File: src/rcs_regs.svh
// Offsets, field positions, reset values and timing counts of the config/status bank.
// Assumes a byte-wide register port behind the device's serial front end.
`ifndef RCS_REGS_SVH
`define RCS_REGS_SVH

// Register offsets
`define RCS_OFF_WRITE_LOCK       8'h2a
`define RCS_OFF_SOFT_START_STAT  8'h2b
`define RCS_OFF_OC_STATUS        8'h2d
`define RCS_OFF_OC_CONFIG        8'h2e
`define RCS_OFF_FSW_STATUS       8'h2f
`define RCS_OFF_FSW_CONFIG       8'h30
`define RCS_OFF_PS_STATUS        8'h32

// Field positions
`define RCS_LOCK_BIT             0
`define RCS_SEL_OC_BIT           2
`define RCS_SEL_FSW_BIT          5

// Reset values
`define RCS_RST_BYTE             8'h00
`define RCS_RST_LOCK             1'b0

// Clock and synchroniser depth
`define RCS_CLK_PERIOD_NS        20
`define RCS_SYNC_STAGES          2

`endif

File: src/rcs_pkg.sv
// Types shared by the regulator config/status bank.
// Assumes nothing beyond a SystemVerilog compiler.
package rcs_pkg;

  // Decoded state of the three-level power-saving input
  typedef enum logic [1:0] {
    RCS_PS_MID  = 2'b00,
    RCS_PS_LOW  = 2'b01,
    RCS_PS_HIGH = 2'b10
  } rcs_ps_t;

  // Two-bit selector for the current limit and the delay
  typedef logic [1:0] rcs_sel2_t;

endpackage

File: src/rcs_bank.sv
// Config/status register bank of a multiphase regulator controller.
// Assumes a byte register port from the serial front end on clk_i; the
// second-function latch bytes come from registers kept elsewhere.
//
// How it works
// - Lock bit makes limit registers read-only
// - Lock holds until power cycle only
// - Enable rise captures soft-start strap code
// - Ramp code selects 0.15 to 10 ms
// - Enable rise captures overcurrent strap code
// - Config rules only when both latches select
// - Limit and delay fields set independently
// - Limit codes 65, 75, 100, 134 mV
// - Delay codes 4, 6, 8, 10 ms
// - Enable rise captures even frequency strap code
// - Frequency config rules when both latches select
// - Frequency depends on code and phase count
// - Power-saving status shows live input level
// - Enable toggle restores strap control
`include "rcs_regs.svh"

module rcs_bank (
  input  wire logic        clk_i,
  input  wire logic        resetn_i,
  input  wire logic        en_pin_i,
  input  wire logic [3:0]  ss_strap_i,
  input  wire logic [3:0]  oc_strap_i,
  input  wire logic [4:0]  fsw_strap_i,
  input  wire logic        psi_low_i,
  input  wire logic        psi_high_i,
  input  wire logic [7:0]  sf_latch_a_i,
  input  wire logic [7:0]  sf_latch_b_i,
  input  wire logic [1:0]  phase_count_i,
  input  wire logic [7:0]  reg_addr_i,
  input  wire logic [7:0]  reg_wdata_i,
  input  wire logic        reg_wr_i,
  input  wire logic        reg_rd_i,
  output logic      [7:0]  reg_rdata_o,
  output logic             lock_o,
  output logic             sf_restore_o,
  output logic      [3:0]  ramp_code_o,
  output logic      [9:0]  ramp_time_o,
  output rcs_pkg::rcs_sel2_t oc_limit_sel_o,
  output rcs_pkg::rcs_sel2_t oc_delay_sel_o,
  output logic      [7:0]  oc_limit_mv_o,
  output logic      [3:0]  oc_delay_ms_o,
  output logic      [4:0]  fsw_code_o,
  output logic      [10:0] fsw_khz_o
);

  logic [1:0]  rst_sync;
  logic        rst_n;
  logic [1:0]  en_sync;
  logic        en_prev;
  logic        en_rise;
  logic        en_edge;
  logic [3:0]  ss_s1, ss_s2;
  logic [3:0]  oc_s1, oc_s2;
  logic [4:0]  fsw_s1, fsw_s2;
  logic [1:0]  psi_s1, psi_s2;
  logic        lock;
  logic [3:0]  ss_status;
  logic [3:0]  oc_status;
  logic [3:0]  oc_config;
  logic [4:0]  fsw_status;
  logic [4:0]  fsw_config;
  rcs_pkg::rcs_ps_t ps_state;
  logic        oc_reg_sel;
  logic        fsw_reg_sel;
  logic        wr_lock, wr_oc, wr_fsw;
  logic [7:0]  next_rdata;

  // Reset release through two flops
  always_ff @(posedge clk_i or negedge resetn_i) begin
    if (!resetn_i) begin
      rst_sync <= 2'h0;
    end else begin
      rst_sync <= {rst_sync[0], 1'b1};
    end
  end
  assign rst_n = rst_sync[1];

  // Pin synchronisers; only the second stage is read
  always_ff @(posedge clk_i or negedge rst_n) begin
    if (!rst_n) begin
      en_sync <= 2'h0;
      ss_s1   <= 4'h0;
      ss_s2   <= 4'h0;
      oc_s1   <= 4'h0;
      oc_s2   <= 4'h0;
      fsw_s1  <= 5'h00;
      fsw_s2  <= 5'h00;
      psi_s1  <= 2'h0;
      psi_s2  <= 2'h0;
    end else begin
      en_sync <= {en_sync[0], en_pin_i};
      ss_s1   <= ss_strap_i;
      ss_s2   <= ss_s1;
      oc_s1   <= oc_strap_i;
      oc_s2   <= oc_s1;
      fsw_s1  <= fsw_strap_i;
      fsw_s2  <= fsw_s1;
      psi_s1  <= {psi_high_i, psi_low_i};
      psi_s2  <= psi_s1;
    end
  end

  // Enable edge detection on the synchronised copy
  always_ff @(posedge clk_i or negedge rst_n) begin
    if (!rst_n) begin
      en_prev <= 1'b0;
    end else begin
      en_prev <= en_sync[1];
    end
  end
  assign en_rise = en_sync[1] & ~en_prev;
  assign en_edge = en_sync[1] ^ en_prev;

  // Write decode; limit registers refuse writes once locked
  assign wr_lock = reg_wr_i && (reg_addr_i == `RCS_OFF_WRITE_LOCK);
  assign wr_oc   = reg_wr_i && (reg_addr_i == `RCS_OFF_OC_CONFIG) && !lock;
  assign wr_fsw  = reg_wr_i && (reg_addr_i == `RCS_OFF_FSW_CONFIG) && !lock;

  // Lock is sticky; only power-on reset clears it
  always_ff @(posedge clk_i or negedge rst_n) begin
    if (!rst_n) begin
      lock <= `RCS_RST_LOCK;
    end else if (wr_lock && reg_wdata_i[`RCS_LOCK_BIT]) begin
      lock <= 1'b1;
    end
  end

  // Strap codes captured on each enable rise
  always_ff @(posedge clk_i or negedge rst_n) begin
    if (!rst_n) begin
      ss_status  <= 4'h0;
      oc_status  <= 4'h0;
      fsw_status <= 5'h00;
    end else if (en_rise) begin
      ss_status  <= ss_s2;
      oc_status  <= oc_s2;
      fsw_status <= {fsw_s2[4:1], 1'b0};
    end
  end

  // Configuration registers, fields written independently of strap pairing
  always_ff @(posedge clk_i or negedge rst_n) begin
    if (!rst_n) begin
      oc_config  <= 4'h0;
      fsw_config <= 5'h00;
    end else begin
      if (wr_oc) begin
        oc_config <= reg_wdata_i[3:0];
      end
      if (wr_fsw) begin
        fsw_config <= reg_wdata_i[4:0];
      end
    end
  end

  // Live power-saving level; both levels at once report middle
  always_comb begin
    case (psi_s2)
      2'b01:   ps_state = rcs_pkg::RCS_PS_LOW;
      2'b10:   ps_state = rcs_pkg::RCS_PS_HIGH;
      default: ps_state = rcs_pkg::RCS_PS_MID;
    endcase
  end

  // Register control needs the select bit in both latch bytes
  assign oc_reg_sel  = sf_latch_a_i[`RCS_SEL_OC_BIT] & sf_latch_b_i[`RCS_SEL_OC_BIT];
  assign fsw_reg_sel = sf_latch_a_i[`RCS_SEL_FSW_BIT] & sf_latch_b_i[`RCS_SEL_FSW_BIT];

  // Effective settings from strap or configuration
  always_ff @(posedge clk_i or negedge rst_n) begin
    if (!rst_n) begin
      oc_limit_sel_o <= 2'h0;
      oc_delay_sel_o <= 2'h0;
      fsw_code_o     <= 5'h00;
      ramp_code_o    <= 4'h0;
    end else begin
      oc_limit_sel_o <= oc_reg_sel ? oc_config[3:2] : oc_status[3:2];
      oc_delay_sel_o <= oc_reg_sel ? oc_config[1:0] : oc_status[1:0];
      fsw_code_o     <= fsw_reg_sel ? fsw_config : fsw_status;
      ramp_code_o    <= ss_status;
    end
  end

  // Decoded limit, delay and ramp time (10 us units)
  always_ff @(posedge clk_i or negedge rst_n) begin
    if (!rst_n) begin
      oc_limit_mv_o <= 8'h00;
      oc_delay_ms_o <= 4'h0;
      ramp_time_o   <= 10'h000;
    end else begin
      case (oc_limit_sel_o)
        2'b00:   oc_limit_mv_o <= 8'h41;
        2'b01:   oc_limit_mv_o <= 8'h4b;
        2'b10:   oc_limit_mv_o <= 8'h64;
        default: oc_limit_mv_o <= 8'h86;
      endcase
      case (oc_delay_sel_o)
        2'b00:   oc_delay_ms_o <= 4'h4;
        2'b01:   oc_delay_ms_o <= 4'h6;
        2'b10:   oc_delay_ms_o <= 4'h8;
        default: oc_delay_ms_o <= 4'ha;
      endcase
      if (ramp_code_o < 4'h6) begin
        ramp_time_o <= 10'(({6'h00, ramp_code_o} + 10'h001) * 10'h00f);
      end else if (ramp_code_o == 4'h6) begin
        ramp_time_o <= 10'h064;
      end else begin
        ramp_time_o <= 10'(({6'h00, ramp_code_o} - 10'h005) * 10'h064);
      end
    end
  end

  // Frequency from code and active phase count
  rcs_fsw_lut u_fsw_lut (
    .clk_i         (clk_i),
    .rst_n_i       (rst_n),
    .code_i        (fsw_code_o),
    .phase_count_i (phase_count_i),
    .khz_o         (fsw_khz_o)
  );

  // Lock output and strap-control restore pulse on any enable toggle
  always_ff @(posedge clk_i or negedge rst_n) begin
    if (!rst_n) begin
      lock_o       <= 1'b0;
      sf_restore_o <= 1'b0;
    end else begin
      lock_o       <= lock;
      sf_restore_o <= en_edge;
    end
  end

  // Read mux; reserved bits and unmapped offsets read zero
  always_comb begin
    case (reg_addr_i)
      `RCS_OFF_WRITE_LOCK:      next_rdata = {7'h00, lock};
      `RCS_OFF_SOFT_START_STAT: next_rdata = {4'h0, ss_status};
      `RCS_OFF_OC_STATUS:       next_rdata = {4'h0, oc_status};
      `RCS_OFF_OC_CONFIG:       next_rdata = {4'h0, oc_config};
      `RCS_OFF_FSW_STATUS:      next_rdata = {3'h0, fsw_status};
      `RCS_OFF_FSW_CONFIG:      next_rdata = {3'h0, fsw_config};
      `RCS_OFF_PS_STATUS:       next_rdata = {6'h00, ps_state};
      default:                  next_rdata = `RCS_RST_BYTE;
    endcase
  end

  // Read data registered, held until the next read
  always_ff @(posedge clk_i or negedge rst_n) begin
    if (!rst_n) begin
      reg_rdata_o <= `RCS_RST_BYTE;
    end else if (reg_rd_i) begin
      reg_rdata_o <= next_rdata;
    end
  end
endmodule

File: src/rcs_fsw_lut.sv
// Switching-frequency lookup: 5-bit code and phase count to kHz.
// Assumes code and phase count are synchronous to clk_i.
module rcs_fsw_lut (
  input  wire logic        clk_i,
  input  wire logic        rst_n_i,
  input  wire logic [4:0]  code_i,
  input  wire logic [1:0]  phase_count_i,
  output logic      [10:0] khz_o
);

  logic [43:0] row;

  // One row per code: 4, 3, 2 and 1 phase frequencies
  always_comb begin
    case (code_i)
      5'h00: row = {11'd221,  11'd293,  11'd223,  11'd232};
      5'h01: row = {11'd244,  11'd329,  11'd243,  11'd252};
      5'h02: row = {11'd266,  11'd358,  11'd264,  11'd272};
      5'h03: row = {11'd293,  11'd381,  11'd294,  11'd297};
      5'h04: row = {11'd307,  11'd407,  11'd317,  11'd322};
      5'h05: row = {11'd333,  11'd450,  11'd335,  11'd340};
      5'h06: row = {11'd351,  11'd480,  11'd352,  11'd361};
      5'h07: row = {11'd373,  11'd510,  11'd380,  11'd385};
      5'h08: row = {11'd394,  11'd530,  11'd399,  11'd413};
      5'h09: row = {11'd421,  11'd562,  11'd420,  11'd435};
      5'h0a: row = {11'd449,  11'd600,  11'd436,  11'd456};
      5'h0b: row = {11'd469,  11'd614,  11'd454,  11'd478};
      5'h0c: row = {11'd479,  11'd631,  11'd483,  11'd500};
      5'h0d: row = {11'd509,  11'd663,  11'd508,  11'd509};
      5'h0e: row = {11'd518,  11'd688,  11'd526,  11'd518};
      5'h0f: row = {11'd543,  11'd722,  11'd543,  11'd540};
      5'h10: row = {11'd581,  11'd789,  11'd583,  11'd578};
      5'h11: row = {11'd649,  11'd859,  11'd656,  11'd638};
      5'h12: row = {11'd708,  11'd930,  11'd698,  11'd698};
      5'h13: row = {11'd751,  11'd1010, 11'd771,  11'd758};
      5'h14: row = {11'd799,  11'd1095, 11'd807,  11'd818};
      5'h15: row = {11'd866,  11'd1147, 11'd860,  11'd878};
      5'h16: row = {11'd919,  11'd1233, 11'd899,  11'd938};
      5'h17: row = {11'd964,  11'd1260, 11'd950,  11'd972};
      5'h18: row = {11'd993,  11'd1341, 11'd1003, 11'd1014};
      5'h19: row = {11'd1059, 11'd1372, 11'd1052, 11'd1067};
      5'h1a: row = {11'd1098, 11'd1450, 11'd1096, 11'd1106};
      5'h1b: row = {11'd1141, 11'd1539, 11'd1154, 11'd1155};
      5'h1c: row = {11'd1200, 11'd1619, 11'd1205, 11'd1201};
      5'h1d: row = {11'd1236, 11'd1618, 11'd1227, 11'd1245};
      5'h1e: row = {11'd1291, 11'd1674, 11'd1274, 11'd1280};
      default: row = {11'd1312, 11'd1724, 11'd1316, 11'd1330};
    endcase
  end

  // Pick the column for the active phase count (count minus one)
  always_ff @(posedge clk_i or negedge rst_n_i) begin
    if (!rst_n_i) begin
      khz_o <= 11'h000;
    end else begin
      case (phase_count_i)
        2'b11:   khz_o <= row[43:33];
        2'b10:   khz_o <= row[32:22];
        2'b01:   khz_o <= row[21:11];
        default: khz_o <= row[10:0];
      endcase
    end
  end

endmodule

File: config.mk
export PLATFORM = sky130hd
export DESIGN_NAME = rcs_bank
export DESIGN_NICKNAME = d
export VERILOG_FILES = /design/src/rcs_pkg.sv /design/src/rcs_bank.sv /design/src/rcs_fsw_lut.sv
export VERILOG_INCLUDE_DIRS = /design/src /design/src/src
export SDC_FILE = /design/constraint.sdc
export NUM_CORES = 1
export LEC_CHECK = 0
export BUFFER_PORTS_ARGS = -buffer_cell sky130_fd_sc_hd__buf_2
export CAP_MARGIN = 25
export CORE_MARGIN = 1.5
export CORE_UTILIZATION = 55
export CTS_CLUSTER_DIAMETER = 30
export CTS_CLUSTER_SIZE = 20
export DETAILED_ROUTE_END_ITERATION = 8
export GPL_TIMING_DRIVEN = 0
export PLACE_DENSITY = 0.78
export SKIP_LAST_GASP = 1
export SLEW_MARGIN = 30
export SYNTH_ARGS = -nofsm -noshare
export SYNTH_HDL_FRONTEND = slang
export SYNTH_SLANG_ARGS = --single-unit
export TNS_END_PERCENT = 50
File: constraint.sdc
create_clock -name clk_i -period 4.2 [get_ports clk_i]
set_input_delay 0.21 -clock clk_i [delete_from_list [all_inputs] [get_ports clk_i]]
set_output_delay 0.21 -clock clk_i [all_outputs]
set_load 0.02 [all_outputs]
==> run_results.csv <==
group,metric,value,unit
finish,syn_to_final_growth,17.9,%
power_and_ir_drop,p_leak,3.53,nW
floorplan,core,11400,sq um
worst_setup_path,critPathCaptureType,"flop",
logic_synthesis,synth_ff_type,"dfrtp_1",
drt,avgViaCountPerCell,6.50,
sta,min_period,3.81,ns
logic_synthesis,avgSynthCellArea,10.1,sq um
logic_synthesis,async_reset_ff_share,100,%
power_and_ir_drop,peakVddDrop,585,uV
finish,stdcell_area,7570,sq um
hold_path,whs_path_depth,2,
finish,final_cell_mix,"buf_2 (106), dfrtp_1 (105), ha_1 (49)",
hold_path,hold_path_startpoint,"reg_wdata_i[4]",
hold_path,hold_class,"primary input to flop",
logic_synthesis,synthCells,636,
logic_synthesis,yosys_warnings,0,
drt,antenna_left,0,
floorplan,rows,39,
worst_setup_path,cp.arrival,4.10,ns
flow_run,max_cap_viol_count,0,
power_and_ir_drop,power_density,510,nW/um^2
sta,slew_violations,0,
sta,hold_viol,0,
drt,num_vias,5862,
finish,diodes,0,
finish,drive_above_1_share,22.9,%
clocking,clk-insertion-delay-late,0.37,ns
global_route,overflow,0,
logic_synthesis,ys_ff_latch,106,
placement,dpl_cell_area,7080,sq um
drt,drt_iter0_markers,726,
logic_synthesis,synth.distinct_cells,68,
placement,place_ws,0.449,ns
drt,finalWirelength,21000,microns
floorplan,chipHeight,111,microns
sta,relSlewSlack,30.0,%
drt,drt_first_pass_iters,7,
logic_synthesis,yosysSeqAreaShare,41.3,%
sta,max_slew.worst_pin.slew,1.05,ns
floorplan,start_util,56.2,%
drt,drc_errors,0,
sta,period_share,90.6,%
global_route,first_global_vias,5868,
status,status,"finished clean",
placement,gp_congestion,1.01,
sta,timing.fmax,263,MHz
clocking,htree_levels,3,
sta,finalSetupTns,0,ns
clocking,cts.sinks,106,
clocking,cts_tree,"yes",
floorplan,io_pins,110,
floorplan,die_w,111,microns
sta,clock_skew,0.0154,ns
global_route,antenna_found_initial,0,
logic_synthesis,synth_edf_count,0,
clocking,path_clk_slew,0.08,ns
finish,nNetsFinal,862,
worst_setup_path,setup.worst_path.start,"ramp_code_o[1]",
placement,port_buffers,85,
finish,layout.cells.most_common,"buf_2",
clocking,cts_root_buf,"clkbuf_16",
worst_setup_path,criticalPathCategory,"flop to flop",
sta,setup_slack,0.394,ns
worst_setup_path,start_kind,"flop",
sta,rsz0062_at_grt,"no",
logic_synthesis,synth_area,6410,sq um
clocking,numCtsBuffers,9,
worst_setup_path,worstPathRequired,4.50,ns
worst_setup_path,reg2reg_to,"ramp_time_o[8]",
worst_setup_path,r2r_setup_slack,0.39,ns
worst_setup_path,cp-endpoint,"ramp_time_o[8]",
floorplan,fp.dieArea,12300,sq um
worst_setup_path,rr_startpoint,"ramp_code_o[1]",
worst_setup_path,r2r_cells,12,
clocking,clk_path_buf_depth,2,
sta,hold_ws,0.0926,ns
global_route,grt_max_degree,46,
sta,finalSetupViolCount,0,
worst_setup_path,crit_fanout,10,
global_route,grt_first_pass_wirelength,32600,microns
global_route,grt_use_total,34.6,%
drt,wl_per_cell,23.2,microns
placement,place_hpwl,15000,microns
==> critical path, cell delays in order (launching register included) <==
cell      delay (ns)
dfrtp_1         0.53
ha_1            0.27
xor2_1          0.41
ha_1            0.34
xnor2_1         0.16
fa_1            0.53
inv_1           0.04
ha_1            0.32
nor2b_1         0.14
o21ai_0         0.23
a21boi_0        0.18
or4_1           0.50
nand3_1         0.10
==> metal layers <==
layer	track usage (%)	up-vias	wire [microns]
met1	43.1	2825	7910
li1	-	2530	-
met5	0	-	0
met4	18.1	0	1120
met2	56.1	413	9800
met3	8.15	94	2120
==> stage by stage <==
| stage | total power [mW] | utilization (%) | std cells |
|---|---|---|---|
| final | 3.86 | 66.3 | 902 |
| after floorplan | 2.40 | - | 640 |
| after detailed placement | 2.88 | 62.0 | 870 |
| after global routing | 4.05 | 66.3 | 902 |
| after CTS | 3.83 | 66.3 | 902 |
| after global placement | 2.82 | 61.6 | 868 |
==> how the worst min path moves through the flow <==
stage	endpoint	slack, ns
final	fsw_config[4]	0.09
after global routing	fsw_config[4]	0.09
after CTS	fsw_config[4]	0.09
after detailed placement	rst_sync[0]	0.002
after global placement	rst_sync[1]	-0.005
after floorplan	rst_sync[0]	-0.09
==> state kept, by name, summed over array words and instances (netlist names), 5 cells and up <==
signal           cells
oc_limit_mv_o        7
fsw_config           5
fsw_code_o           5
reg_rdata_o          5
u_fsw_lut.khz_o     11
ramp_time_o         10
==> cells by family (layout without fill, tap and decap cells) <==
logic type / after synthesis / in the layout / share of synthesized area, %
buffers and inverters: 84 / 203 / 5.68
DFF: 106 / 106 / 41.3
xor gates and xnor gates: 19 / 19 / 2.59
and+or+nand+nor: 153 / 153 / 12.6
adders and majority gates: 54 / 54 / 11.1
muxes: 38 / 38 / 6.94
other: 2 / 6 / 0.117
AOI/OAI and AO/OA: 180 / 180 / 19.6
==> final cells by class <==
type / count / area (sq um)
Multi-Input combinational cell: 450 / 3410
Timing Repair Buffer: 103 / 626
Sequential cell: 106 / 2660
Clock buffer: 9 / 225
Tap cell: 143 / 179
Clock inverter: 7 / 103
Inverter: 33 / 124
Buffer: 51 / 240
Fill cell: 855 / 3850
==> power by group <==
part	leakage [nW]	internal, mW	switching, mW	total (mW)
combinational	2.08	0.670	1.01	1.68
clock	0.160	0.488	0.455	0.943
sequential	1.28	1.16	0.0824	1.24
total	3.53	2.31	1.55	3.86
==> cells in the mapped netlist (5+ instances only) <==
cell type	instances	area share, %
nor3b_1	7	0.82
nor2_1	40	2.3
a211oi_1	14	1.6
o211ai_1	10	1.2
o31ai_1	5	0.59
a21o_1	6	0.70
ha_1	49	9.6
clkbuf_1	21	1.2
a32oi_1	5	0.68
nor2b_1	20	2.0
buf_4	6	0.70
a22o_1	5	0.68
mux2_2	32	5.6
fa_1	5	1.6
a21oi_1	39	3.0
a221oi_1	9	1.2
xnor2_1	12	1.6
o22ai_1	5	0.49
o21ai_0	30	2.3
and2_1	5	0.49
nor3_1	8	0.62
xor2_1	7	0.96
nand3_1	8	0.62
inv_1	32	1.9
buf_2	21	1.6
nand2b_1	12	1.2
dfrtp_1	106	41
o311ai_0	5	0.68
nand2_1	34	2.0
==> what timing repair did <==
item | 4_1_cts | 5_1_grt
endpoints found under the hold margin | 17 | 0
resized for setup | 0 | 0
hold buffers | 16 | 0
buffers inserted | 0 | 0
No activity file was read; power rests on OpenSTA's default activity.
